--- config.mk ---
export PLATFORM = sky130hd
export DESIGN_NAME = flash_cmd_host
export DESIGN_NICKNAME = d
export VERILOG_FILES = /design/src/pkg/flash_host_pkg.sv /design/src/logic/flash_bus_cycle.sv /design/src/logic/flash_cmd_host.sv
export VERILOG_INCLUDE_DIRS = /design/src /design/src/pkg
export SDC_FILE = /design/constraint.sdc
export NUM_CORES = 1
export LEC_CHECK = 0
export ABC_AREA = 0
export BUFFER_PORTS_ARGS = -buffer_cell sky130_fd_sc_hd__buf_2
export CORE_MARGIN = 5
export CORE_UTILIZATION = 35
export CTS_CLUSTER_SIZE = 24
export DETAILED_ROUTE_END_ITERATION = 16
export GPL_TIMING_DRIVEN = 1
export MAX_ROUTING_LAYER = met4
export REMOVE_ABC_BUFFERS = 1
export SLEW_MARGIN = 20
export SYNTH_ARGS = -nofsm -noshare
export SYNTH_HDL_FRONTEND = slang
export SYNTH_SLANG_ARGS = --single-unit
--- constraint.sdc ---
create_clock -name i_sys_clk -period 2.2 [get_ports i_sys_clk]
set_input_delay 0.22 -clock i_sys_clk [delete_from_list [all_inputs] [get_ports i_sys_clk]]
set_output_delay 0.22 -clock i_sys_clk [all_outputs]
set_load 0.03 [all_outputs]
--- src/pkg/flash_host_defs.svh ---
`ifndef FLASH_HOST_DEFS_SVH
`define FLASH_HOST_DEFS_SVH

// Word addresses and command codes of the flash bus
`define ADDR_UNLOCK1 22'h000555
`define ADDR_UNLOCK2 22'h0002aa
`define DATA_UNLOCK1 16'h00aa
`define DATA_UNLOCK2 16'h0055
`define CMD_PROGRAM 16'h00a0
`define CMD_BUF_LOAD 16'h0025
`define CMD_BUF_COMMIT 16'h0029
`define CMD_RESET 16'h00f0
`define CMD_BYPASS 16'h0020
`define CMD_AUTOSEL 16'h0090
`define CMD_EXIT_DATA 16'h0000
`define CMD_ERASE_SETUP 16'h0080
`define CMD_CHIP_ERASE 16'h0010
`define CMD_SECTOR_ERASE 16'h0030
`define CMD_SUSPEND 16'h00b0
`define CMD_RESUME 16'h0030
`define CMD_SECURE_ENTER 16'h0088
`define ADDR_ZERO 22'h000000
`define ID_MAKER_OFS 22'h000000
`define ID_PART1_OFS 22'h000001
`define ID_PART2_OFS 22'h00000e
`define ID_PART3_OFS 22'h00000f
`define ID_PROT_OFS 22'h000002
`define SECTOR_LSB 15

// Bus cycle and command settle timing at 125 MHz (8 ns period)
`define CLK_PERIOD_NS 8
`define T_SETUP_NS 40
`define T_PULSE_NS 40
`define T_HOLD_NS 24
`define T_READ_NS 96
`define T_SUSPEND_US 20
`define T_ACCEPT_US 50

`endif

--- src/pkg/flash_host_pkg.sv ---
package flash_host_pkg;
   // Host command selecting one bus sequence
   typedef enum logic [3:0] {
      op_read = 4'h0,
      op_program = 4'h1,
      op_buf_start = 4'h2,
      op_buf_word = 4'h3,
      op_buf_commit = 4'h4,
      op_buf_abort = 4'h5,
      op_bypass_enter = 4'h6,
      op_bypass_program = 4'h7,
      op_bypass_exit = 4'h8,
      op_chip_erase = 4'h9,
      op_sector_erase = 4'ha,
      op_suspend = 4'hb,
      op_resume = 4'hc,
      op_secure_enter = 4'hd,
      op_secure_exit = 4'he,
      op_ident = 4'hf
   } op_type;
endpackage : flash_host_pkg

--- src/logic/flash_bus_cycle.sv ---
`timescale 1ns/1ps
`include "flash_host_defs.svh"

module flash_bus_cycle (
   // Clock and reset
   input wire logic i_sys_clk,
   input wire logic i_rst,
   input wire logic i_clk_en,
   // Cycle request
   input wire logic i_start,
   input wire logic i_write,
   input wire logic [21:0] i_addr,
   input wire logic [15:0] i_data,
   output logic o_done,
   output logic [15:0] o_rdata,
   // Flash pins
   output logic o_ce_n,
   output logic o_we_n,
   output logic o_oe_n,
   output logic [21:0] o_addr,
   output logic [15:0] o_dq_out,
   output logic o_dq_oe,
   input wire logic [15:0] i_dq_in
);
   localparam int SETUP_CYC =
      (`T_SETUP_NS + `CLK_PERIOD_NS - 1) / `CLK_PERIOD_NS;
   localparam int PULSE_CYC =
      (`T_PULSE_NS + `CLK_PERIOD_NS - 1) / `CLK_PERIOD_NS;
   localparam int HOLD_CYC =
      (`T_HOLD_NS + `CLK_PERIOD_NS - 1) / `CLK_PERIOD_NS;
   localparam int READ_CYC =
      (`T_READ_NS + `CLK_PERIOD_NS - 1) / `CLK_PERIOD_NS;

   typedef enum logic [3:0] {
      st_idle = 4'h1,
      st_setup = 4'h2,
      st_pulse = 4'h4,
      st_hold = 4'h8
   } cyc_state_type;

   cyc_state_type state_q, state_d;
   logic [4:0] cnt_q, cnt_d;
   logic write_q, write_d;
   logic [21:0] addr_q, addr_d;
   logic [15:0] wdata_q, wdata_d;
   logic [15:0] rdata_q, rdata_d;
   logic done_q, done_d;
   logic [15:0] dq_s1_q, dq_s2_q;

   always_comb begin
      state_d = state_q;
      cnt_d = cnt_q;
      write_d = write_q;
      addr_d = addr_q;
      wdata_d = wdata_q;
      rdata_d = rdata_q;
      done_d = 1'b0;
      unique case (state_q)
         st_idle: begin
            if (i_start) begin
               write_d = i_write;
               addr_d = i_addr;
               wdata_d = i_data;
               cnt_d = 5'(SETUP_CYC);
               state_d = st_setup;
            end
         end
         st_setup: begin
            if (cnt_q <= 5'h01) begin
               // Reads wait out access plus the synchroniser
               cnt_d = write_q ? 5'(PULSE_CYC) : 5'(READ_CYC + 2);
               state_d = st_pulse;
            end else begin
               cnt_d = cnt_q - 5'h01;
            end
         end
         st_pulse: begin
            if (cnt_q <= 5'h01) begin
               if (!write_q) begin
                  rdata_d = dq_s2_q;
               end
               cnt_d = 5'(HOLD_CYC);
               state_d = st_hold;
            end else begin
               cnt_d = cnt_q - 5'h01;
            end
         end
         st_hold: begin
            if (cnt_q <= 5'h01) begin
               done_d = 1'b1;
               state_d = st_idle;
            end else begin
               cnt_d = cnt_q - 5'h01;
            end
         end
         default: state_d = st_idle;
      endcase
   end

   always_ff @(posedge i_sys_clk) begin
      if (i_rst) begin
         state_q <= st_idle;
         cnt_q <= 5'h00;
         write_q <= 1'b0;
         addr_q <= 22'h000000;
         wdata_q <= 16'h0000;
         rdata_q <= 16'h0000;
         done_q <= 1'b0;
         dq_s1_q <= 16'h0000;
         dq_s2_q <= 16'h0000;
      end else if (i_clk_en) begin
         state_q <= state_d;
         cnt_q <= cnt_d;
         write_q <= write_d;
         addr_q <= addr_d;
         wdata_q <= wdata_d;
         rdata_q <= rdata_d;
         done_q <= done_d;
         dq_s1_q <= i_dq_in;
         dq_s2_q <= dq_s1_q;
      end
   end

   // Strobes: address stable before the falling edge, data past the rise
   assign o_ce_n = (state_q == st_idle);
   assign o_we_n = !(write_q && state_q == st_pulse);
   assign o_oe_n = !(!write_q && state_q == st_pulse);
   assign o_addr = addr_q;
   assign o_dq_out = wdata_q;
   assign o_dq_oe = write_q && state_q != st_idle;
   assign o_done = done_q;
   assign o_rdata = rdata_q;
endmodule : flash_bus_cycle

--- src/logic/flash_cmd_host.sv ---
// Functional notes
// - Resume once to continue erase; repeats ignored; resuspend ok.
// - Suspend and resume are one write each, any address.
// - Buffer: unlocks, 25@sector, count-1@sector, pairs, 29@sector.
// - Abort recovery: two unlocks then F0 at 555.
// - Bypass program: A0 at any address, then address and data.
// - Bypass exit: 90 then 00, any addresses.
// - Reset command leaves identify mode or recovers from error.
`timescale 1ns/1ps
`include "flash_host_defs.svh"

module flash_cmd_host #(
   parameter int SUSPEND_WAIT = `T_SUSPEND_US * 1000 / `CLK_PERIOD_NS,
   parameter int ACCEPT_WAIT = `T_ACCEPT_US * 1000 / `CLK_PERIOD_NS
) (
   // Clock and reset
   input wire logic i_sys_clk,
   input wire logic i_rst,
   input wire logic i_clk_en,
   // Command port
   input wire logic i_cmd_valid,
   input wire flash_host_pkg::op_type i_cmd_op,
   input wire logic [21:0] i_cmd_addr,
   input wire logic [15:0] i_cmd_data,
   output logic o_cmd_ready,
   output logic o_rsp_valid,
   output logic [15:0] o_rsp_data,
   // Host view of the device mode
   output logic o_erase_pending,
   output logic o_suspended,
   output logic o_bypass,
   // Flash pins
   output logic o_ce_n,
   output logic o_we_n,
   output logic o_oe_n,
   output logic [21:0] o_addr,
   output logic [15:0] o_dq_out,
   output logic o_dq_oe,
   input wire logic [15:0] i_dq_in
);
   typedef enum logic [3:0] {
      st_idle = 4'h1,
      st_cycle = 4'h2,
      st_wait = 4'h4,
      st_done = 4'h8
   } host_state_type;

   host_state_type state_q, state_d;
   flash_host_pkg::op_type op_q, op_d;
   logic [2:0] step_q, step_d;
   logic [2:0] last_q, last_d;
   logic [21:0] caddr_q, caddr_d;
   logic [15:0] cdata_q, cdata_d;
   logic [15:0] rsp_q, rsp_d;
   logic rsp_v_q, rsp_v_d;
   logic [15:0] wait_q, wait_d;
   logic erase_q, erase_d;
   logic susp_q, susp_d;
   logic bypass_q, bypass_d;
   logic cyc_start, cyc_write, cyc_done;
   logic [21:0] cyc_addr;
   logic [15:0] cyc_data, cyc_rdata;
   logic legal;

   always_comb begin
      unique case (i_cmd_op)
         flash_host_pkg::op_suspend: legal = erase_q && !susp_q;
         flash_host_pkg::op_resume: legal = susp_q;
         flash_host_pkg::op_bypass_program,
         flash_host_pkg::op_bypass_exit: legal = bypass_q;
         flash_host_pkg::op_chip_erase,
         flash_host_pkg::op_sector_erase: legal = !susp_q;
         default: legal = 1'b1;
      endcase
   end

   // Sequence table: address and data for each write step
   always_comb begin
      cyc_write = 1'b1;
      cyc_addr = `ADDR_UNLOCK1;
      cyc_data = `DATA_UNLOCK1;
      if (step_q == 3'h1) begin
         cyc_addr = `ADDR_UNLOCK2;
         cyc_data = `DATA_UNLOCK2;
      end
      unique case (op_q)
         flash_host_pkg::op_read: begin
            cyc_write = 1'b0;
            cyc_addr = caddr_q;
         end
         flash_host_pkg::op_ident: begin
            if (step_q == 3'h2) begin
               cyc_data = `CMD_AUTOSEL;
            end else if (step_q == 3'h3) begin
               cyc_write = 1'b0;
               cyc_addr = caddr_q;
            end else if (step_q == 3'h4) begin
               cyc_addr = `ADDR_ZERO;
               cyc_data = `CMD_RESET;
            end
         end
         flash_host_pkg::op_program: begin
            if (step_q == 3'h2) begin
               cyc_data = `CMD_PROGRAM;
            end else if (step_q == 3'h3) begin
               cyc_addr = caddr_q;
               cyc_data = cdata_q;
            end
         end
         flash_host_pkg::op_buf_start: begin
            if (step_q == 3'h2) begin
               cyc_addr = caddr_q;
               cyc_data = `CMD_BUF_LOAD;
            end else if (step_q == 3'h3) begin
               cyc_addr = caddr_q;
               cyc_data = cdata_q;
            end
         end
         flash_host_pkg::op_buf_word: begin
            cyc_addr = caddr_q;
            cyc_data = cdata_q;
         end
         flash_host_pkg::op_buf_commit: begin
            cyc_addr = caddr_q;
            cyc_data = `CMD_BUF_COMMIT;
         end
         flash_host_pkg::op_buf_abort: begin
            if (step_q == 3'h2) begin
               cyc_data = `CMD_RESET;
            end
         end
         flash_host_pkg::op_bypass_enter: begin
            if (step_q == 3'h2) begin
               cyc_data = `CMD_BYPASS;
            end
         end
         flash_host_pkg::op_bypass_program: begin
            cyc_addr = caddr_q;
            cyc_data = (step_q == 3'h0) ? `CMD_PROGRAM : cdata_q;
         end
         flash_host_pkg::op_bypass_exit: begin
            cyc_addr = caddr_q;
            cyc_data = (step_q == 3'h0) ? `CMD_AUTOSEL : `CMD_EXIT_DATA;
         end
         flash_host_pkg::op_chip_erase,
         flash_host_pkg::op_sector_erase: begin
            if (step_q == 3'h2) begin
               cyc_data = `CMD_ERASE_SETUP;
            end else if (step_q == 3'h4) begin
               cyc_addr = `ADDR_UNLOCK2;
               cyc_data = `DATA_UNLOCK2;
            end else if (step_q == 3'h5) begin
               if (op_q == flash_host_pkg::op_chip_erase) begin
                  cyc_data = `CMD_CHIP_ERASE;
               end else begin
                  cyc_addr = caddr_q;
                  cyc_data = `CMD_SECTOR_ERASE;
               end
            end
         end
         flash_host_pkg::op_suspend: begin
            cyc_addr = caddr_q;
            cyc_data = `CMD_SUSPEND;
         end
         flash_host_pkg::op_resume: begin
            cyc_addr = caddr_q;
            cyc_data = `CMD_RESUME;
         end
         flash_host_pkg::op_secure_enter: begin
            if (step_q == 3'h2) begin
               cyc_data = `CMD_SECURE_ENTER;
            end
         end
         flash_host_pkg::op_secure_exit: begin
            if (step_q == 3'h2) begin
               cyc_data = `CMD_AUTOSEL;
            end else if (step_q == 3'h3) begin
               cyc_addr = caddr_q;
               cyc_data = `CMD_EXIT_DATA;
            end
         end
      endcase
   end

   always_comb begin
      state_d = state_q;
      op_d = op_q;
      step_d = step_q;
      last_d = last_q;
      caddr_d = caddr_q;
      cdata_d = cdata_q;
      rsp_d = rsp_q;
      rsp_v_d = 1'b0;
      wait_d = wait_q;
      erase_d = erase_q;
      susp_d = susp_q;
      bypass_d = bypass_q;
      cyc_start = 1'b0;
      unique case (state_q)
         st_idle: begin
            if (i_cmd_valid) begin
               op_d = i_cmd_op;
               caddr_d = i_cmd_addr;
               cdata_d = i_cmd_data;
               step_d = 3'h0;
               state_d = legal ? st_cycle : st_done;
               unique case (i_cmd_op)
                  flash_host_pkg::op_read,
                  flash_host_pkg::op_buf_word,
                  flash_host_pkg::op_buf_commit,
                  flash_host_pkg::op_suspend,
                  flash_host_pkg::op_resume: last_d = 3'h0;
                  flash_host_pkg::op_bypass_program,
                  flash_host_pkg::op_bypass_exit: last_d = 3'h1;
                  flash_host_pkg::op_buf_abort,
                  flash_host_pkg::op_bypass_enter,
                  flash_host_pkg::op_secure_enter: last_d = 3'h2;
                  flash_host_pkg::op_program,
                  flash_host_pkg::op_buf_start,
                  flash_host_pkg::op_secure_exit: last_d = 3'h3;
                  flash_host_pkg::op_ident: last_d = 3'h4;
                  flash_host_pkg::op_chip_erase,
                  flash_host_pkg::op_sector_erase: last_d = 3'h5;
               endcase
            end
         end
         st_cycle: begin
            cyc_start = 1'b1;
            state_d = st_wait;
         end
         st_wait: begin
            if (cyc_done) begin
               if (!cyc_write) begin
                  rsp_d = cyc_rdata;
               end
               if (step_q == last_q) begin
                  state_d = st_done;
                  wait_d = 16'h0000;
                  unique case (op_q)
                     flash_host_pkg::op_sector_erase: begin
                        erase_d = 1'b1;
                        wait_d = 16'(ACCEPT_WAIT);
                     end
                     flash_host_pkg::op_suspend: begin
                        susp_d = 1'b1;
                        wait_d = 16'(SUSPEND_WAIT);
                     end
                     flash_host_pkg::op_resume: susp_d = 1'b0;
                     flash_host_pkg::op_bypass_enter: bypass_d = 1'b1;
                     flash_host_pkg::op_bypass_exit: bypass_d = 1'b0;
                     default: begin
                     end
                  endcase
               end else begin
                  step_d = step_q + 3'h1;
                  state_d = st_cycle;
               end
            end
         end
         st_done: begin
            // Waiting here blocks new commands until the device settles
            if (wait_q != 16'h0000) begin
               wait_d = wait_q - 16'h0001;
            end else begin
               rsp_v_d = 1'b1;
               state_d = st_idle;
            end
         end
         default: state_d = st_idle;
      endcase
   end

   always_ff @(posedge i_sys_clk) begin
      if (i_rst) begin
         state_q <= st_idle;
         op_q <= flash_host_pkg::op_read;
         step_q <= 3'h0;
         last_q <= 3'h0;
         caddr_q <= 22'h000000;
         cdata_q <= 16'h0000;
         rsp_q <= 16'h0000;
         rsp_v_q <= 1'b0;
         wait_q <= 16'h0000;
         erase_q <= 1'b0;
         susp_q <= 1'b0;
         bypass_q <= 1'b0;
      end else if (i_clk_en) begin
         state_q <= state_d;
         op_q <= op_d;
         step_q <= step_d;
         last_q <= last_d;
         caddr_q <= caddr_d;
         cdata_q <= cdata_d;
         rsp_q <= rsp_d;
         rsp_v_q <= rsp_v_d;
         wait_q <= wait_d;
         erase_q <= erase_d;
         susp_q <= susp_d;
         bypass_q <= bypass_d;
      end
   end

   flash_bus_cycle u_cycle (
      .i_sys_clk(i_sys_clk),
      .i_rst(i_rst),
      .i_clk_en(i_clk_en),
      .i_start(cyc_start),
      .i_write(cyc_write),
      .i_addr(cyc_addr),
      .i_data(cyc_data),
      .o_done(cyc_done),
      .o_rdata(cyc_rdata),
      .o_ce_n(o_ce_n),
      .o_we_n(o_we_n),
      .o_oe_n(o_oe_n),
      .o_addr(o_addr),
      .o_dq_out(o_dq_out),
      .o_dq_oe(o_dq_oe),
      .i_dq_in(i_dq_in)
   );

   assign o_cmd_ready = (state_q == st_idle);
   assign o_rsp_valid = rsp_v_q;
   assign o_rsp_data = rsp_q;
   assign o_erase_pending = erase_q;
   assign o_suspended = susp_q;
   assign o_bypass = bypass_q;
endmodule : flash_cmd_host

# Word level (Yosys, flattened, before mapping)
# Memories as Yosys holds them, arrays and structs flattened. A register that Yosys moved wholly into a read port is not among the register bits.
# Index checks and enable logic that the tools add are counted.
[classes] n_addsub=3 order_cmp=1 eq_ne=47 mux=68 bitwise_logic=2 reduce_logical=33
[ops] op="$mux W16" count=18
[ops] op="$pmux W16 S14" count=1
[ops] op="$mux W22" count=10
[ops] op="$pmux W22 S5" count=1
[ops] op="$eq A4 B4 Y1 const B" count=15
[ops] op="$mux W4" count=10
[ops] op="$pmux W16 S2" count=1
[ops] op="$pmux W4 S4" count=2
[ops] op="$reduce_and A5 Y1" count=6
[ops] op="$eq A4 B3 Y1 const B" count=7
[ops] op="$pmux W13 S2" count=1
[ops] op="$mux W5" count=4
[ops] op="$pmux W5 S4" count=1
[ops] op="$eq A4 B2 Y1 const B" count=4
[ops] op="$mux W8" count=2
[ops] op="$reduce_and A4 Y1" count=4
[ops] op="$reduce_bool A16 Y1" count=1
[ops] op="$sub A16 B1 Y16 const B" count=1
[ops] op="$eq A4 B1 Y1 const B" count=3
[ops] op="$ne A2 B2 Y1 const B" count=6
[ops] op="$mux W11" count=1
[ops] op="$ne A2 B1 Y1 const B" count=5
[ops] op="$mux W3" count=3
[ops] op="$reduce_bool A2 Y1" count=4
[ops] op="22 further kinds" count=43
[word_totals] ff_bits=182 mem_bits_ro=48 input_bits=62 out_inout_bits=63 word_cells=175 n_memories=1
[memory_table] name="(no name shown)" words=16 width=3 read_ports=1 rd_clocked_by_memory_dff=1 write_ports=0 line="flash_cmd_host.sv:207" text="unique case (i_cmd_op)"

# Depth between registers and ports, before layout
# Gate-level depths: netlist of the first run.
[logic_depth] word_depth=7 mapped_depth=10 mapped_depth_nobuf=8

# Cells and area by module
# From an unflattened synthesis of the first run, not the netlist that was laid out.
[unflattened] hier_cells=1140 hier_area_um2=9177.6
[modules_own_cells] module="flash_cmd_host" n_inst=1 cells_per_inst=697 area_per_inst_um2=5322.6 seq_area_each_um2=1761.7
[modules_own_cells] module="flash_bus_cycle" n_inst=1 cells_per_inst=443 area_per_inst_um2=3854.9 seq_area_each_um2=1941.9

# Worst setup path after synthesis of the first run
# Ideal clock, no wire load.
[synth_timing] kind="register -> register" from="register step_q[1]" to="register u_cycle.wdata_q[0], in the netlist u_cycle.o_dq_out[0]" setup_time_ns=0.117 arrival_ns=2.010 required_ns=2.083 slack_ns=0.073 path_stages_with_launch=9 path_buffers=1 synth_period_minus_slack_ns=2.127 path_cell_list="dfxtp_1 > inv_1 > ha_1 > or3b_1 > buf_2 > nor3_1 > or3_1 > or4_1 > a22o_1"
[synth_via] elab_chain_cells=6 word_cells_on_any_way=23 cone_classes="eq/ne: 5; mux: 17; reduce/logical: 1"
[synth_lines] element="start, declared" line="flash_cmd_host.sv:50" text="logic [2:0] step_q, step_d;"
[synth_lines] element="start signal, assigned" line="flash_cmd_host.sv:290" text="step_q <= step_d;"
[synth_lines] element="$eq A3 B1 Y1" line="flash_cmd_host.sv:82" text="if (step_q == 3'h1) begin"
[synth_lines] element="$mux W8" line="flash_cmd_host.sv:82"
[synth_lines] element="$mux W16, on equally long branches" line="flash_cmd_host.sv:152, flash_cmd_host.sv:97"
[synth_lines] element="$mux W16, on equally long branches" line="flash_cmd_host.sv:149, flash_cmd_host.sv:94"
[synth_lines] element="$mux W16, on equally long branches" line="flash_cmd_host.sv:147, flash_cmd_host.sv:92"
[synth_lines] element="$pmux W16 S14 (*)" line="flash_cmd_host.sv:86" text="unique case (op_q)"
[synth_lines] element="end signal, assigned" line="flash_bus_cycle.sv:116" text="wdata_q <= wdata_d;"
[synth_lines] element="end, declared" line="flash_bus_cycle.sv:45" text="logic [15:0] wdata_q, wdata_d;"
# Mark *: on every way between the ends. The rest lies on a longest branch, timed or not.
# A chain may end at the register's enable or synchronous reset.

# Worst setup path after layout of the first run
[layout_timing] from="register step_q[1]" to="register u_cycle.addr_q[8], in the netlist u_cycle.o_addr[8]"
[layout_via] elab_chain_cells=7 word_cells_on_any_way=17 cone_classes="eq/ne: 5; mux: 12"
[layout_lines] element="$eq A3 B1 Y1" line="flash_cmd_host.sv:82"
[layout_lines] element="$mux W11" line="flash_cmd_host.sv:82"
[layout_lines] element="$mux W22" line="flash_cmd_host.sv:153" text="if (op_q == flash_host_pkg::op_chip_erase) begin"
[layout_lines] element="$mux W22" line="flash_cmd_host.sv:152" text="end else if (step_q == 3'h5) begin"
[layout_lines] element="$mux W22" line="flash_cmd_host.sv:149" text="end else if (step_q == 3'h4) begin"
[layout_lines] element="$mux W22" line="flash_cmd_host.sv:147" text="if (step_q == 3'h2) begin"
[layout_lines] element="$pmux W22 S5 (*)" line="flash_cmd_host.sv:86"
[layout_lines] element="end signal, assigned" line="flash_bus_cycle.sv:115" text="addr_q <= addr_d;"
[layout_lines] element="end, declared" line="flash_bus_cycle.sv:44" text="logic [21:0] addr_q, addr_d;"
# Marks and branches as above.

==> metrics.md, run 1 <==
| Metric | Value |
|---|---|
| Status | completed |
| DRC Markers | 0 |
| Tmin final | 2.15 ns |
| Core area | ~0.024 sq mm |
| DRT Wirelength | approximately 25000 um |
| Die H | 168 um |
| Worst setup margin | 0.0461 ns |
| Hold Vio Cnt, Final | 0 |
| TritonCTS clock tree | built |
| Slew Limit Headroom | 62.3% |
| Critical path startpoint | step_q[1] |
| Final cell count without fillers | 1561 |
| Post-synth ARST share | 0% |
| Final Cell Area | 0.0113 sq mm |
| Min-delay src | i_cmd_data[11] |
| Sequential share of the synthesized area | 42.6% |
| CP dominant cell by count | buf_6 |
| Worst-path clk slew | about 0.080 ns |
| Sequential Power Share | 46.9% |
| Pin count of the biggest net entering global routing | 102 |
| Final number of setup-violating endpoints | 0 |
| Max Clock Skew | 0.0173 ns |
| Fin Setup TNS | 0 ns |
| F_max | 0.464 GHz |
| First-pass GRT wire length | 40700 um |
| Crit path largest cell delay | around 0.6 ns |
| Clock latency on the worst-skew pair | 0.44 ns |
| DRT Pass-1 Iters | 5 |
| Longest Clk Path Bufs | 2 |
| H-tree levels | 4 |
| Worst-Margin Slew | 0.565 ns |
| Max-Cap Viols | 0 |
| Starting Density | about 36% |
| Largest family of logic cells by synthesized area | simple AND/OR/NAND/NOR gates |
| Fraction of synthesized cell area in xor and xnor cells | approximately 1.4% |
| Post-DR wirelength/cell | 15.7 um |
| R2R Setup Slk | 0.05 ns |
| Routed Antenna Nets | 0 |
| Yosys warnings | 0 |
| Final Max Tran Viols | 0 |
| Initial antenna violation count | 1 |
| Root Buffer | clkbuf_16 |
| Inst Count DP | 1506 |
| Critical path, cell by cell | buf_6, ha_4, buf_6, or4b_4, nand3_2, o31a_1, nand2b_4, nand2_4, o221a_1 |
| Synth Area in Compound Gates | 18.5% |
| Vias | between 7000 and 8000 |
| Synth Area in Adders | 1.99% |
| Yosys reg bits | 185 |
| Pwr dens | 656 mW/mm^2 |
| Total grt overflow | 0 |
| Hold Crit Depth | 3 |
| Post-DP HPWL | 17700 um |
| EDFF count, synth | 0 |
| Via density | 5.06 |
| Switching pwr | between 2 and 2.5 mW |
| PortBufs | between 100 and 150 |
| Gate Count Post-Synth | 1020 |
| Leakage | between 4 and 5 nW |
| R2r endpoint | u_cycle.o_addr[8] |
| Die ar. | 0.0281 sq mm |
| Peak supply drop | 0.370 mV |
| # IOs | 125 |
| Total power | 7.45 mW |
| Final period utilization | about 98% |
| Synth cell types | 84 |
| Nets@finish | around 1300 |
| R2r startpoint | step_q[1] |
| CTS Buf Count | 17 |
| CP max-delay cell | or4b_4 |
| Worst reg2reg path depth | 9 |
| Fillers | 2431 |
| P_int | 5.34 mW |
| Syn Std Cell Area | about 0.0087 sq mm |
| Clock share of power | a little over two fifths |
| Share of layout cells above drive strength 1 | 27.4% |
| Req. time, crit path | 2.52 ns |
| Syn_area_per_cell | between 8 and 9 sq um |
| GRT Total Usage | 17.9% |
| Layout Utilization | approximately 47% |
| Unrepaired setup endpoints after global routing | true |
| Placed inst area | 0.0103 sq mm |
| Synth Area in Simple Gates | 23.1% |
| Placement row count | between 50 and 60 |
| Chip Width | 168 um |
| Crit. End Element | flip-flop |
| Setup crit end | u_cycle.o_addr[8] |
| Vias in the first global route | around 7700 |
| TritonCTS Sinks | 185 |
| Main synth FF type | dfxtp_1 |
| Area grow syn2layout | 30.6% |
| Worst hold margin | 0.0180 ns |
| Min-delay worst type | in2reg |
| Initial DRC count | around 460 |
| Startpoint types | flip-flop |
| Combinational Power Share | 11.0% |
| Data arrival time of the critical path | 2.48 ns |
| Crit path max fanout | 5 |
| WS Path Type | reg2reg |
| Sw Ratio | about 28% |
| Setup WS pre-CTS | -0.153 ns |
| Mux share of post-synthesis cell area | around 8.1% |
| Final RePlAce weighted congestion | 0.995 |
## power groups by stage
stage	registers (mW)	clock network (mW)	logic [mW]
2_1_floorplan	3.59	0	0.391
3_3_place_gp	3.57	0	0.787
3_5_place_dp	3.58	0	0.790
4_1_cts	3.50	3.24	0.813
5_1_grt	3.51	3.38	0.904
6_report	3.50	3.13	0.820
## worst min-delay path by stage
stage and to:
3_3_place_gp caddr_q[17], 2_1_floorplan caddr_q[0], 6_report cdata_q[11], 4_1_cts cdata_q[14], 5_1_grt u_cycle.dq_s1_q[8], 3_5_place_dp caddr_q[16]
## cell usage in the layout (no fill, tap or decap), types with 5 or more instances in the layout
cell type and count:
clkbuf_16 17, xor2_1 6, ha_1 8, nor2_1 142
o221a_1 9, a22oi_1 15, nor3_1 21, nor2b_1 9
buf_12 9, o22ai_1 5, buf_4 98, a21oi_1 83
a22o_1 20, nand3b_1 5, mux2i_1 67, clkinv_8 6
nor4_1 5, o21ai_1 9, buf_6 6, dfxtp_1 182
o21ai_0 27, dlygate4sd3_1 12, nand2_1 135, inv_1 12
a211oi_1 9, o21a_1 6, nand3_1 21, a31oi_1 9
buf_2 123, nand2b_1 10, xnor2_1 8
## metal layers
| metal | wire length, um | part of all wire, % | GRT usage, % |
|---|---|---|---|
| met1 | 11700 | 47 | 23.9 |
| met2 | 11200 | 46 | 27.6 |
| met3 | 1360 | 5.5 | 4.43 |
| met4 | 313 | 1.3 | 4.27 |
| met5 | 0 | 0 | - |
## cells in the mapped netlist (all sizes together) (4+ instances only)
master / instances / share of area, %
ha: 13 / 1.9
nor4b: 8 / 1.6
nor3b: 4 / 0.35
clkbuf: 33 / 1.4
nand2b: 13 / 0.97
a311oi: 4 / 0.40
nor2: 149 / 6.6
mux2i: 67 / 7.7
a211oi: 9 / 0.78
buf: 31 / 2.1
o221a: 9 / 1.2
nor4: 7 / 0.50
o21a: 6 / 0.52
nor3: 24 / 1.4
nand2: 139 / 6.0
inv: 16 / 0.69
o22ai: 6 / 0.50
or4b: 4 / 0.50
a31oi: 11 / 0.86
o21bai: 5 / 0.48
nand4: 4 / 0.29
a22o: 20 / 2.0
o21ai: 38 / 2.2
dfxtp: 185 / 43
xnor2: 8 / 0.81
a22oi: 15 / 1.3
o2111ai: 4 / 0.40
nand3: 25 / 1.6
and3: 5 / 0.36
xor2: 6 / 0.61
nand3b: 5 / 0.43
a21oi: 86 / 5.0
nor2b: 11 / 0.79
## critical path: cells and delay by family, from the launching register on
kind | cells | cell delay, ns
AND/OR/NAND/NOR | 4 | 0.91
buffers and inverters | 2 | 0.24
flip-flops | 1 | 0.37
adder cells (fa/ha/maj) | 1 | 0.16
AO/OA/AOI/OAI | 2 | 0.37
## registers in the layout, summed over array words and instances, names as in the netlist, 5 cells and up
register	count
caddr_q	22
u_cycle.o_addr	22
cdata_q	16
o_rsp_data	16
u_cycle.dq_s1_q	16
u_cycle.dq_s2_q	16
u_cycle.o_dq_out	16
u_cycle.o_rdata	16
wait_q	16
u_cycle.cnt_q	5
## what timing repair did
| action | 4_1_cts | 5_1_grt |
|---|---|---|
| endpoints found under the setup margin | 32 | 47 |
| gates resized for setup | 14 | 46 |
| setup buffers | 2 | 10 |
| hold buffers | 12 | 0 |
| pin swaps | 2 | 23 |
| endpoints found under the hold margin | 12 | 0 |
## kinds of logic after synthesis
group | Yosys count
xor gates and xnor gates | 14
adders and majority gates | 14
AOI/OAI and AO/OA | 240
muxes | 70
DFF | 185
buffers and inverters | 80
and+or+nand+nor | 417
## final cells by class
| cell class | count | area, sq um | area share [%] |
|---|---|---|---|
| clock buffers | 17 | 425 | 3.75 |
| inverters | 16 | 62.6 | 0.551 |
| well taps | 324 | 405 | 3.57 |
| flip-flops and latches | 185 | 3710 | 32.7 |
| repair buffers | 248 | 1720 | 15.2 |
| multi-input cells | 755 | 4820 | 42.5 |
| diodes | 1 | 2.50 | 0.0221 |
| clock inverters | 15 | 194 | 1.71 |
Note: power is estimated with default switching activity, not from simulation.
==> run 2, diff against run 1 <==
--- a/config.mk
+++ b/config.mk
@@ -6,7 +6,7 @@
 export SDC_FILE = /design/constraint.sdc
 export NUM_CORES = 1
 export LEC_CHECK = 0
-export ABC_AREA = 0
+export ABC_AREA = 1
 export BUFFER_PORTS_ARGS = -buffer_cell sky130_fd_sc_hd__buf_2
 export CORE_MARGIN = 5
 export CORE_UTILIZATION = 35
==> run 2 against run 1 <==
First-iteration DRC count rose by 58%. Highest routed layer unchanged. Routed wire length increased by 8.0%. Via count is 16% higher.
==> metrics.md, run 2 <==
| Metric | Value |
|---|---|
| Commonest non-fill, non-tap cell in the layout | nand2_1 (was dfxtp_1) |
| Starting Density | 35.5% (was 35.6%) |
| GRT met2 Usage | 27.0% (was 27.6%) |
| DRT Wirelength | 26600 um (was 24600 um) |
| Crit. End Element | flip-flop (unchanged) |
| First-pass GRT wire length | 44200 um (was 40700 um) |
| CP top delay family | simple AND/OR/NAND/NOR gates (unchanged) |
| Synth area leaders | dfxtp_1, nand2_1, nor2_1 (was dfxtp_1, mux2i_1, nor2_1) |
| Most frequent cells after synthesis | nand2_1, nor2_1, dfxtp_1, o21ai_0, a21oi_1 (was dfxtp_1, nor2_1, nand2_1, a21oi_1, mux2i_1) |
| Longest Clk Path Bufs | 2 (unchanged) |
| Hold endpoint | caddr_q[17] (was cdata_q[11]) |
| Initial DRC count | 723 (was 459) |
| Final number of setup-violating endpoints | 0 (unchanged) |
| Total grt overflow | 0 (unchanged) |
| Final Max Tran Viols | 0 (unchanged) |
| Peak supply drop | 0.392 mV (was 0.370 mV) |
| Most frequent cells in the layout | nand2_1, nor2_1, dfxtp_1 (was dfxtp_1, nor2_1, nand2_1) |
| Routed Antenna Nets | 0 (unchanged) |
| Layout Utilization | 42.9% (was 46.5%) |
| Min-delay src | i_cmd_addr[17] (was i_cmd_data[11]) |
| R2r startpoint | step_q[0] (was step_q[1]) |
| Root Buffer | clkbuf_16 (unchanged) |
| Worst reg2reg path depth | 10 (was 9) |
| Status | completed (unchanged) |
| Req. time, crit path | 2.49 ns (was 2.52 ns) |
| Gate Count Post-Synth | 1399 (was 1020) |
| Crit path largest cell delay | 0.42 ns (was 0.61 ns) |
| DRC Markers | 0 (unchanged) |
| TritonCTS Sinks | 185 (unchanged) |
| Sequential share of the synthesized area | 40.0% (was 42.6%) |
| Startpoint types | flip-flop (unchanged) |
| Unrepaired setup endpoints after global routing | true (unchanged) |
| Critical path, cell by cell | inv_1, ha_1, inv_1, nor2_2, nor2_1, nor2_1, nor2_1, nand3_4, nand3_1, a21oi_1 (was buf_6, ha_4, buf_6, or4b_4, nand3_2, o31a_1, nand2b_4, nand2_4, o221a_1) |
| Top Usage Layer GRT | met2 (unchanged) |
| # diodes | 0 (was 1) |
| Slew Limit Headroom | 46.2% (was 62.3%) |
| WP buf/inv | 2 (unchanged) |
| Vias | 9191 (was 7901) |
| Initial antenna violation count | 0 (was 1) |
| Final cell count without fillers | 1885 (was 1561) |
| R2r endpoint | u_cycle.o_addr[12] (was u_cycle.o_addr[8]) |
| Synth area leader | dfxtp_1 (unchanged) |
| Crit path max fanout | 11 (was 5) |
| Syn_area_per_cell | 6.62 sq um (was 8.51 sq um) |
| Most frequent cell after synthesis | nand2_1 (was dfxtp_1) |
| Data arrival time of the critical path | 2.33 ns (was 2.48 ns) |
| Clock latency on the worst-skew pair | 0.44 ns (about the same) |
| Hold Vio Cnt, Final | 0 (unchanged) |
| Worst-Margin Slew | 0.807 ns (was 0.565 ns) |
| Synth cell types | 38 (was 84) |
| Area grow syn2layout | 20.9% (was 30.6%) |
| Syn Std Cell Area | 0.00926 sq mm (was 0.00868 sq mm) |
| Via density | 4.88 (was 5.06) |
| Worst setup margin | 0.160 ns (was 0.0461 ns) |
| Nets@finish | 1612 (was 1298) |
| Share of layout cells above drive strength 1 | 15.9% (was 27.4%) |
| H-tree levels | 4 (unchanged) |
| Main synth FF type | dfxtp_1 (unchanged) |
| Setup WS pre-CTS | 0.0391 ns (was -0.153 ns) |
| Final RePlAce weighted congestion | 0.925 (was 0.995) |
| Inst Count DP | 1832 (was 1506) |
| Yosys top cell area share | 40.0% (was 42.6%) |
| EDFF count, synth | 0 (unchanged) |
| Leakage | 5.14 nW (was 4.69 nW) |
| Hold Crit Depth | 3 (unchanged) |
| Chip Width | 173 um (was 168 um) |
| TritonCTS clock tree | built (unchanged) |
| PortBufs | 124 (unchanged) |
| CP dominant cell by count | nor2_1 (was buf_6) |
| # IOs | 125 (unchanged) |
| GRT Total Usage | 17.9% (about the same) |
| CP max-delay cell | dfxtp_1 (was or4b_4) |
| Post-synth ARST share | 0% (unchanged) |
| Min-delay worst type | in2reg (unchanged) |
| Die H | 173 um (was 168 um) |
| DRT Pass-1 Iters | 5 (unchanged) |
| Max-Cap Viols | 0 (unchanged) |
| CTS Buf Count | 17 (unchanged) |
| Post-DR wirelength/cell | 14.1 um (was 15.7 um) |
| Pwr dens | 760 mW/mm^2 (was 656 mW/mm^2) |
| Yosys warnings | 0 (unchanged) |
| Die ar. | 0.0298 sq mm (was 0.0281 sq mm) |
| Fin Setup TNS | 0 ns (unchanged) |
| Post-DP HPWL | 18500 um (was 17700 um) |
| R2R Setup Slk | 0.16 ns (was 0.05 ns) |
| GR Layer Usage met1 | 24.5% (was 23.9%) |
| Core area | 0.0261 sq mm (was 0.0244 sq mm) |
| Pin count of the biggest net entering global routing | 93 (was 102) |
| WS Path Type | reg2reg (unchanged) |
| Max Clock Skew | 0.0150 ns (was 0.0173 ns) |
| Yosys reg bits | 185 (unchanged) |
| Tmin final | 2.04 ns (was 2.15 ns) |
| Vias in the first global route | 8883 (was 7686) |
| Final period utilization | 92.7% (was 97.9%) |
| GR Util met3 | 3.12% (was 4.43%) |
| Placement row count | 59 (was 57) |
| Total power | 8.50 mW (was 7.45 mW) |
| Worst-path clk slew | 0.08 ns (about the same) |
| F_max | 0.490 GHz (was 0.464 GHz) |
[run 2: cell count changes after synthesis, moves of 15 or more]
cell     before  now
mux2i_1      67    0
a21oi_1      84  143
o21ai_0      28  145
a22o_1       20    0
nand3_1      23   93
nor2_1      145  217
a22oi_1      15    0
inv_1        14  104
nor3_1       23    7
nand2_1     139  339
[run 2: per-layer routing]
layer,vias to the layer above,share of wire [%],routed length [um]
met5,-,0,0
met4,0,1.8,477
met3,26,4.8,1290
met2,228,44,11600
met1,4125,50,13200
li1,4812,-,-
[run 2: worst reg2reg max path: cells and delay by family, from the launching register on]
family,cells,cell delay [ns]
AO/OA/AOI/OAI,1,0.07
adder cells (fa/ha/maj),1,0.26
buffers and inverters,2,0.23
flip-flops,1,0.42
AND/OR/NAND/NOR,6,0.93
[run 2: how the worst max path moves through the flow]
stage	startpoint	to	slack, ns	cells past startpoint
4_1_cts	step_q[0]	o_rsp_data[0]	0.02	9
3_3_place_gp	step_q[0]	o_rsp_data[15]	0.1	9
2_1_floorplan	state_q[2]	caddr_q[0]	-0.54	6
3_5_place_dp	step_q[0]	o_rsp_data[0]	0.04	9
6_report	step_q[0]	u_cycle.o_addr[12]	0.16	10
5_1_grt	step_q[1]	u_cycle.o_dq_out[4]	-0.03	12
[run 2: cell families after synthesis]
kind of cell | Yosys count | share of synthesized area [%]
AOI/OAI and AO/OA | 316 | 17.6
and+or+nand+nor | 698 | 31.9
buffers and inverters | 176 | 7.76
adders and majority gates | 13 | 1.76
xor gates and xnor gates | 11 | 1.04
DFF | 185 | 40.0
[run 2: through the flow]
| stage | hold slack (ns) | cell area [sq um] |
|---|---|---|
| after floorplan | 0.282 | 8970 |
| after global placement | 0.438 | 10300 |
| after detailed placement | 0.445 | 10300 |
| after CTS | 0.000749 | 11100 |
| after global routing | 0.000442 | 11200 |
| final | 0.0137 | 11200 |
[run 2: layout make-up]
type | count | area, sq um
fill | 2775 | 14900
multi-input combinational | 1038 | 4880
sequential | 185 | 3700
timing repair buffer | 181 | 1140
inverter | 114 | 430
clock buffer | 17 | 425
tap | 335 | 419
clock inverter | 15 | 193
[run 2: power breakdown]
group / leakage [nW] / internal (mW) / switching [mW]
sequential: 1.51 / 3.55 / 0.144
clock: 0.301 / 1.56 / 1.60
combinational: 3.33 / 0.573 / 1.07
total: 5.14 / 5.68 / 2.82
[run 2: repair_timing]
action	CTS	global route
buffers inserted	0	0
setup endpoints to repair	0	43
hold endpoints to repair	21	0
resized for setup	0	13
hold buffers	21	0
==> run 3, diff against run 2 <==
--- a/config.mk
+++ b/config.mk
@@ -14,6 +14,7 @@
 export DETAILED_ROUTE_END_ITERATION = 16
 export GPL_TIMING_DRIVEN = 1
 export MAX_ROUTING_LAYER = met4
+export PLACE_DENSITY_LB_ADDON = 0.2
 export REMOVE_ABC_BUFFERS = 1
 export SLEW_MARGIN = 20
 export SYNTH_ARGS = -nofsm -noshare
==> run 3 against run 2 <==
Cell area rose by 0.65%. Final cell count rose by 0.32%. Routed wire length rose by 2.3%. Non-clock buffer count rose by 4. Core utilization rose by 0.28 points. Worst setup slack improved by 0.014 ns. Combinational power barely moved. First-iteration DRC count rose by 0.55%. Count of clock-buffer cells in the layout did not move. Largest cell class unchanged.
==> metrics.md, run 3 (synthesis results as in run 2) <==
| Metric | Value |
|---|---|
| Initial DRC count | 727 (was 723) |
| Total grt overflow | 0 (unchanged) |
| GRT Total Usage | 18.5% (was 17.9%) |
| R2R Setup Slk | 0.17 ns (was 0.16 ns) |
| Startpoint types | flip-flop (unchanged) |
| Pwr dens | 776 mW/mm^2 (was 760 mW/mm^2) |
| F_max | 0.494 GHz (was 0.490 GHz) |
| Sw Ratio | 34.3% (was 33.2%) |
| Share of layout cells above drive strength 1 | 16.0% (was 15.9%) |
| Critical path, cell by cell | inv_1, ha_1, inv_1, nor2_2, nor2_1, nor2_1, nor2_1, nand3_2, nand3_1, a21oi_1 (was inv_1, ha_1, inv_1, nor2_2, nor2_1, nor2_1, nor2_1, nand3_4, nand3_1, a21oi_1) |
| Min-delay src | i_dq_in[3] (was i_cmd_addr[17]) |
| Final period utilization | 92.1% (was 92.7%) |
| Min-delay worst type | in2reg (unchanged) |
| Longest Clk Path Bufs | 2 (unchanged) |
| Root Buffer | clkbuf_16 (unchanged) |
| DRT Pass-1 Iters | 6 (was 5) |
| Hold endpoint | u_cycle.dq_s1_q[3] (was caddr_q[17]) |
| Max Clock Skew | 0.0208 ns (was 0.0150 ns) |
| Total power | 8.74 mW (was 8.50 mW) |
| DRC Markers | 0 (unchanged) |
| # IOs | 125 (unchanged) |
| Final number of setup-violating endpoints | 0 (unchanged) |
| PortBufs | 124 (unchanged) |
| H-tree levels | 4 (unchanged) |
| Crit. End Element | flip-flop (unchanged) |
| Worst reg2reg path depth | 10 (unchanged) |
| Final RePlAce weighted congestion | 0.888 (was 0.925) |
| Most frequent cells in the layout | nand2_1, nor2_1, dfxtp_1 (unchanged) |
| Crit path largest cell delay | 0.38 ns (was 0.42 ns) |
| Die H | 173 um (unchanged) |
| First-pass GRT wire length | 45400 um (was 44200 um) |
| R2r endpoint | u_cycle.o_addr[12] (unchanged) |
| Max-Cap Viols | 0 (unchanged) |
| P_int | 5.74 mW (was 5.68 mW) |
| CP dominant cell by count | nor2_1 (unchanged) |
| Worst-Margin Slew | 0.804 ns (was 0.807 ns) |
| Pin count of the biggest net entering global routing | 118 (was 93) |
| Slew Limit Headroom | 46.4% (was 46.2%) |
| TritonCTS clock tree | built (unchanged) |
| Placement row count | 59 (unchanged) |
| Starting Density | 35.5% (unchanged) |
| Clock latency on the worst-skew pair | 0.44 ns (about the same) |
| Chip Width | 173 um (unchanged) |
| CP top delay family | simple AND/OR/NAND/NOR gates (unchanged) |
| Core area | 0.0261 sq mm (unchanged) |
| Clock share of power | 39.0% (was 37.2%) |
| Nets@finish | 1616 (was 1612) |
| Layout Utilization | 43.2% (was 42.9%) |
| Vias | 9202 (was 9191) |
| Leakage | 5.16 nW (was 5.14 nW) |
| Post-DP HPWL | 18500 um (about the same) |
| Req. time, crit path | 2.48 ns (was 2.49 ns) |
| Worst hold margin | 0.00824 ns (was 0.0137 ns) |
| Routed Antenna Nets | 0 (unchanged) |
| CTS Buf Count | 17 (unchanged) |
| Via density | 4.87 (was 4.88) |
| Initial antenna violation count | 2 (was 0) |
| Final Cell Area | 0.0113 sq mm (was 0.0112 sq mm) |
| Fin Setup TNS | 0 ns (unchanged) |
| Crit path max fanout | 11 (unchanged) |
| WS Path Type | reg2reg (unchanged) |
| R2r startpoint | step_q[0] (unchanged) |
| Placed inst area | 0.0103 sq mm (about the same) |
| Switching pwr | 3.00 mW (was 2.82 mW) |
| Peak supply drop | 0.448 mV (was 0.392 mV) |
| Hold Crit Depth | 3 (unchanged) |
| Post-DR wirelength/cell | 14.4 um (was 14.1 um) |
| Worst-path clk slew | 0.09 ns (was 0.08 ns) |
| Hold Vio Cnt, Final | 0 (unchanged) |
| Status | completed (unchanged) |
| Sequential Power Share | 42.3% (was 43.5%) |
| Area grow syn2layout | 21.7% (was 20.9%) |
| Commonest non-fill, non-tap cell in the layout | nand2_1 (unchanged) |
| Final Max Tran Viols | 0 (unchanged) |
| CP max-delay cell | dfxtp_2 (was dfxtp_1) |
| Combinational Power Share | 18.8% (was 19.4%) |
| Data arrival time of the critical path | 2.30 ns (was 2.33 ns) |
| Die ar. | 0.0298 sq mm (unchanged) |
| Vias in the first global route | 8994 (was 8883) |
| DRT Wirelength | 27200 um (was 26600 um) |
| WP buf/inv | 2 (unchanged) |
| TritonCTS Sinks | 185 (unchanged) |
| Tmin final | 2.03 ns (was 2.04 ns) |
run 3: cell types whose count changed in the layout (fill, tap and decap cells not counted), sizes merged:
cell / delta
dlygate4sd3: +5
diode: +2
buf: -1
clkinv: -5
inv: +5
run 3: layout make-up:
type | instances | area [sq um]
diodes | 2 | 5.00
clock buffers | 17 | 425
clock inverters | 15 | 234
fillers | 2806 | 14800
inverters | 114 | 430
multi-input cells | 1038 | 4880
flip-flops and latches | 185 | 3700
well taps | 335 | 419
repair buffers | 185 | 1170
run 3: worst min-delay path: cells and delay by family:
family | cells | cell delay [ns]
and+or+nand+nor | 2 | 0.12
buffers and inverters | 1 | 0.08
run 3: how the worst max path moves through the flow:
stage | start | endpoint | slack (ns) | depth (start not counted)
finish | step_q[0] | u_cycle.o_addr[12] | 0.17 | 10
global placement | step_q[1] | o_rsp_data[15] | 0.12 | 9
CTS | wait_q[0] | wait_q[11] | 0.04 | 9
detailed placement | step_q[0] | o_rsp_data[13] | 0.02 | 9
global route | step_q[0] | u_cycle.o_addr[15] | -0.002 | 10
floorplan | state_q[2] | caddr_q[0] | -0.54 | 6
run 3: routing by layer:
metal  track usage, %  up-vias  routed length [um]  part of all wire (%)
li1                 -     4810                   -                     -
met1             25.5     4159               13500                    50
met2             28.8      218               12100                    45
met3             3.43       15                1270                   4.7
met4             3.43        0                 210                  0.77
met5                -        -                   0                     0
run 3: power groups by stage:
stage | Combinational [mW] | Sequential (mW) | Clock (mW)
after global routing | 1.87 | 3.72 | 3.65
after detailed placement | 1.60 | 3.77 | 0
after CTS | 1.64 | 3.69 | 3.48
after global placement | 1.60 | 3.76 | 0
final | 1.64 | 3.69 | 3.41
after floorplan | 1.09 | 3.74 | 0
run 3: repair_timing:
item,CTS,global route
gates cloned,0,0
hold buffers,25,1
gates resized for setup,1,13
setup buffers,0,0
endpoints found under the hold margin,25,1
endpoints found under the setup margin,3,59
run 3: metrics by stage:
step	setup WS, ns	instances
6_report	0.174	1891
5_1_grt	-0.00200	1891
4_1_cts	0.0421	1888
3_5_place_dp	0.0215	1831
3_3_place_gp	0.119	1831
2_1_floorplan	-0.536	1337
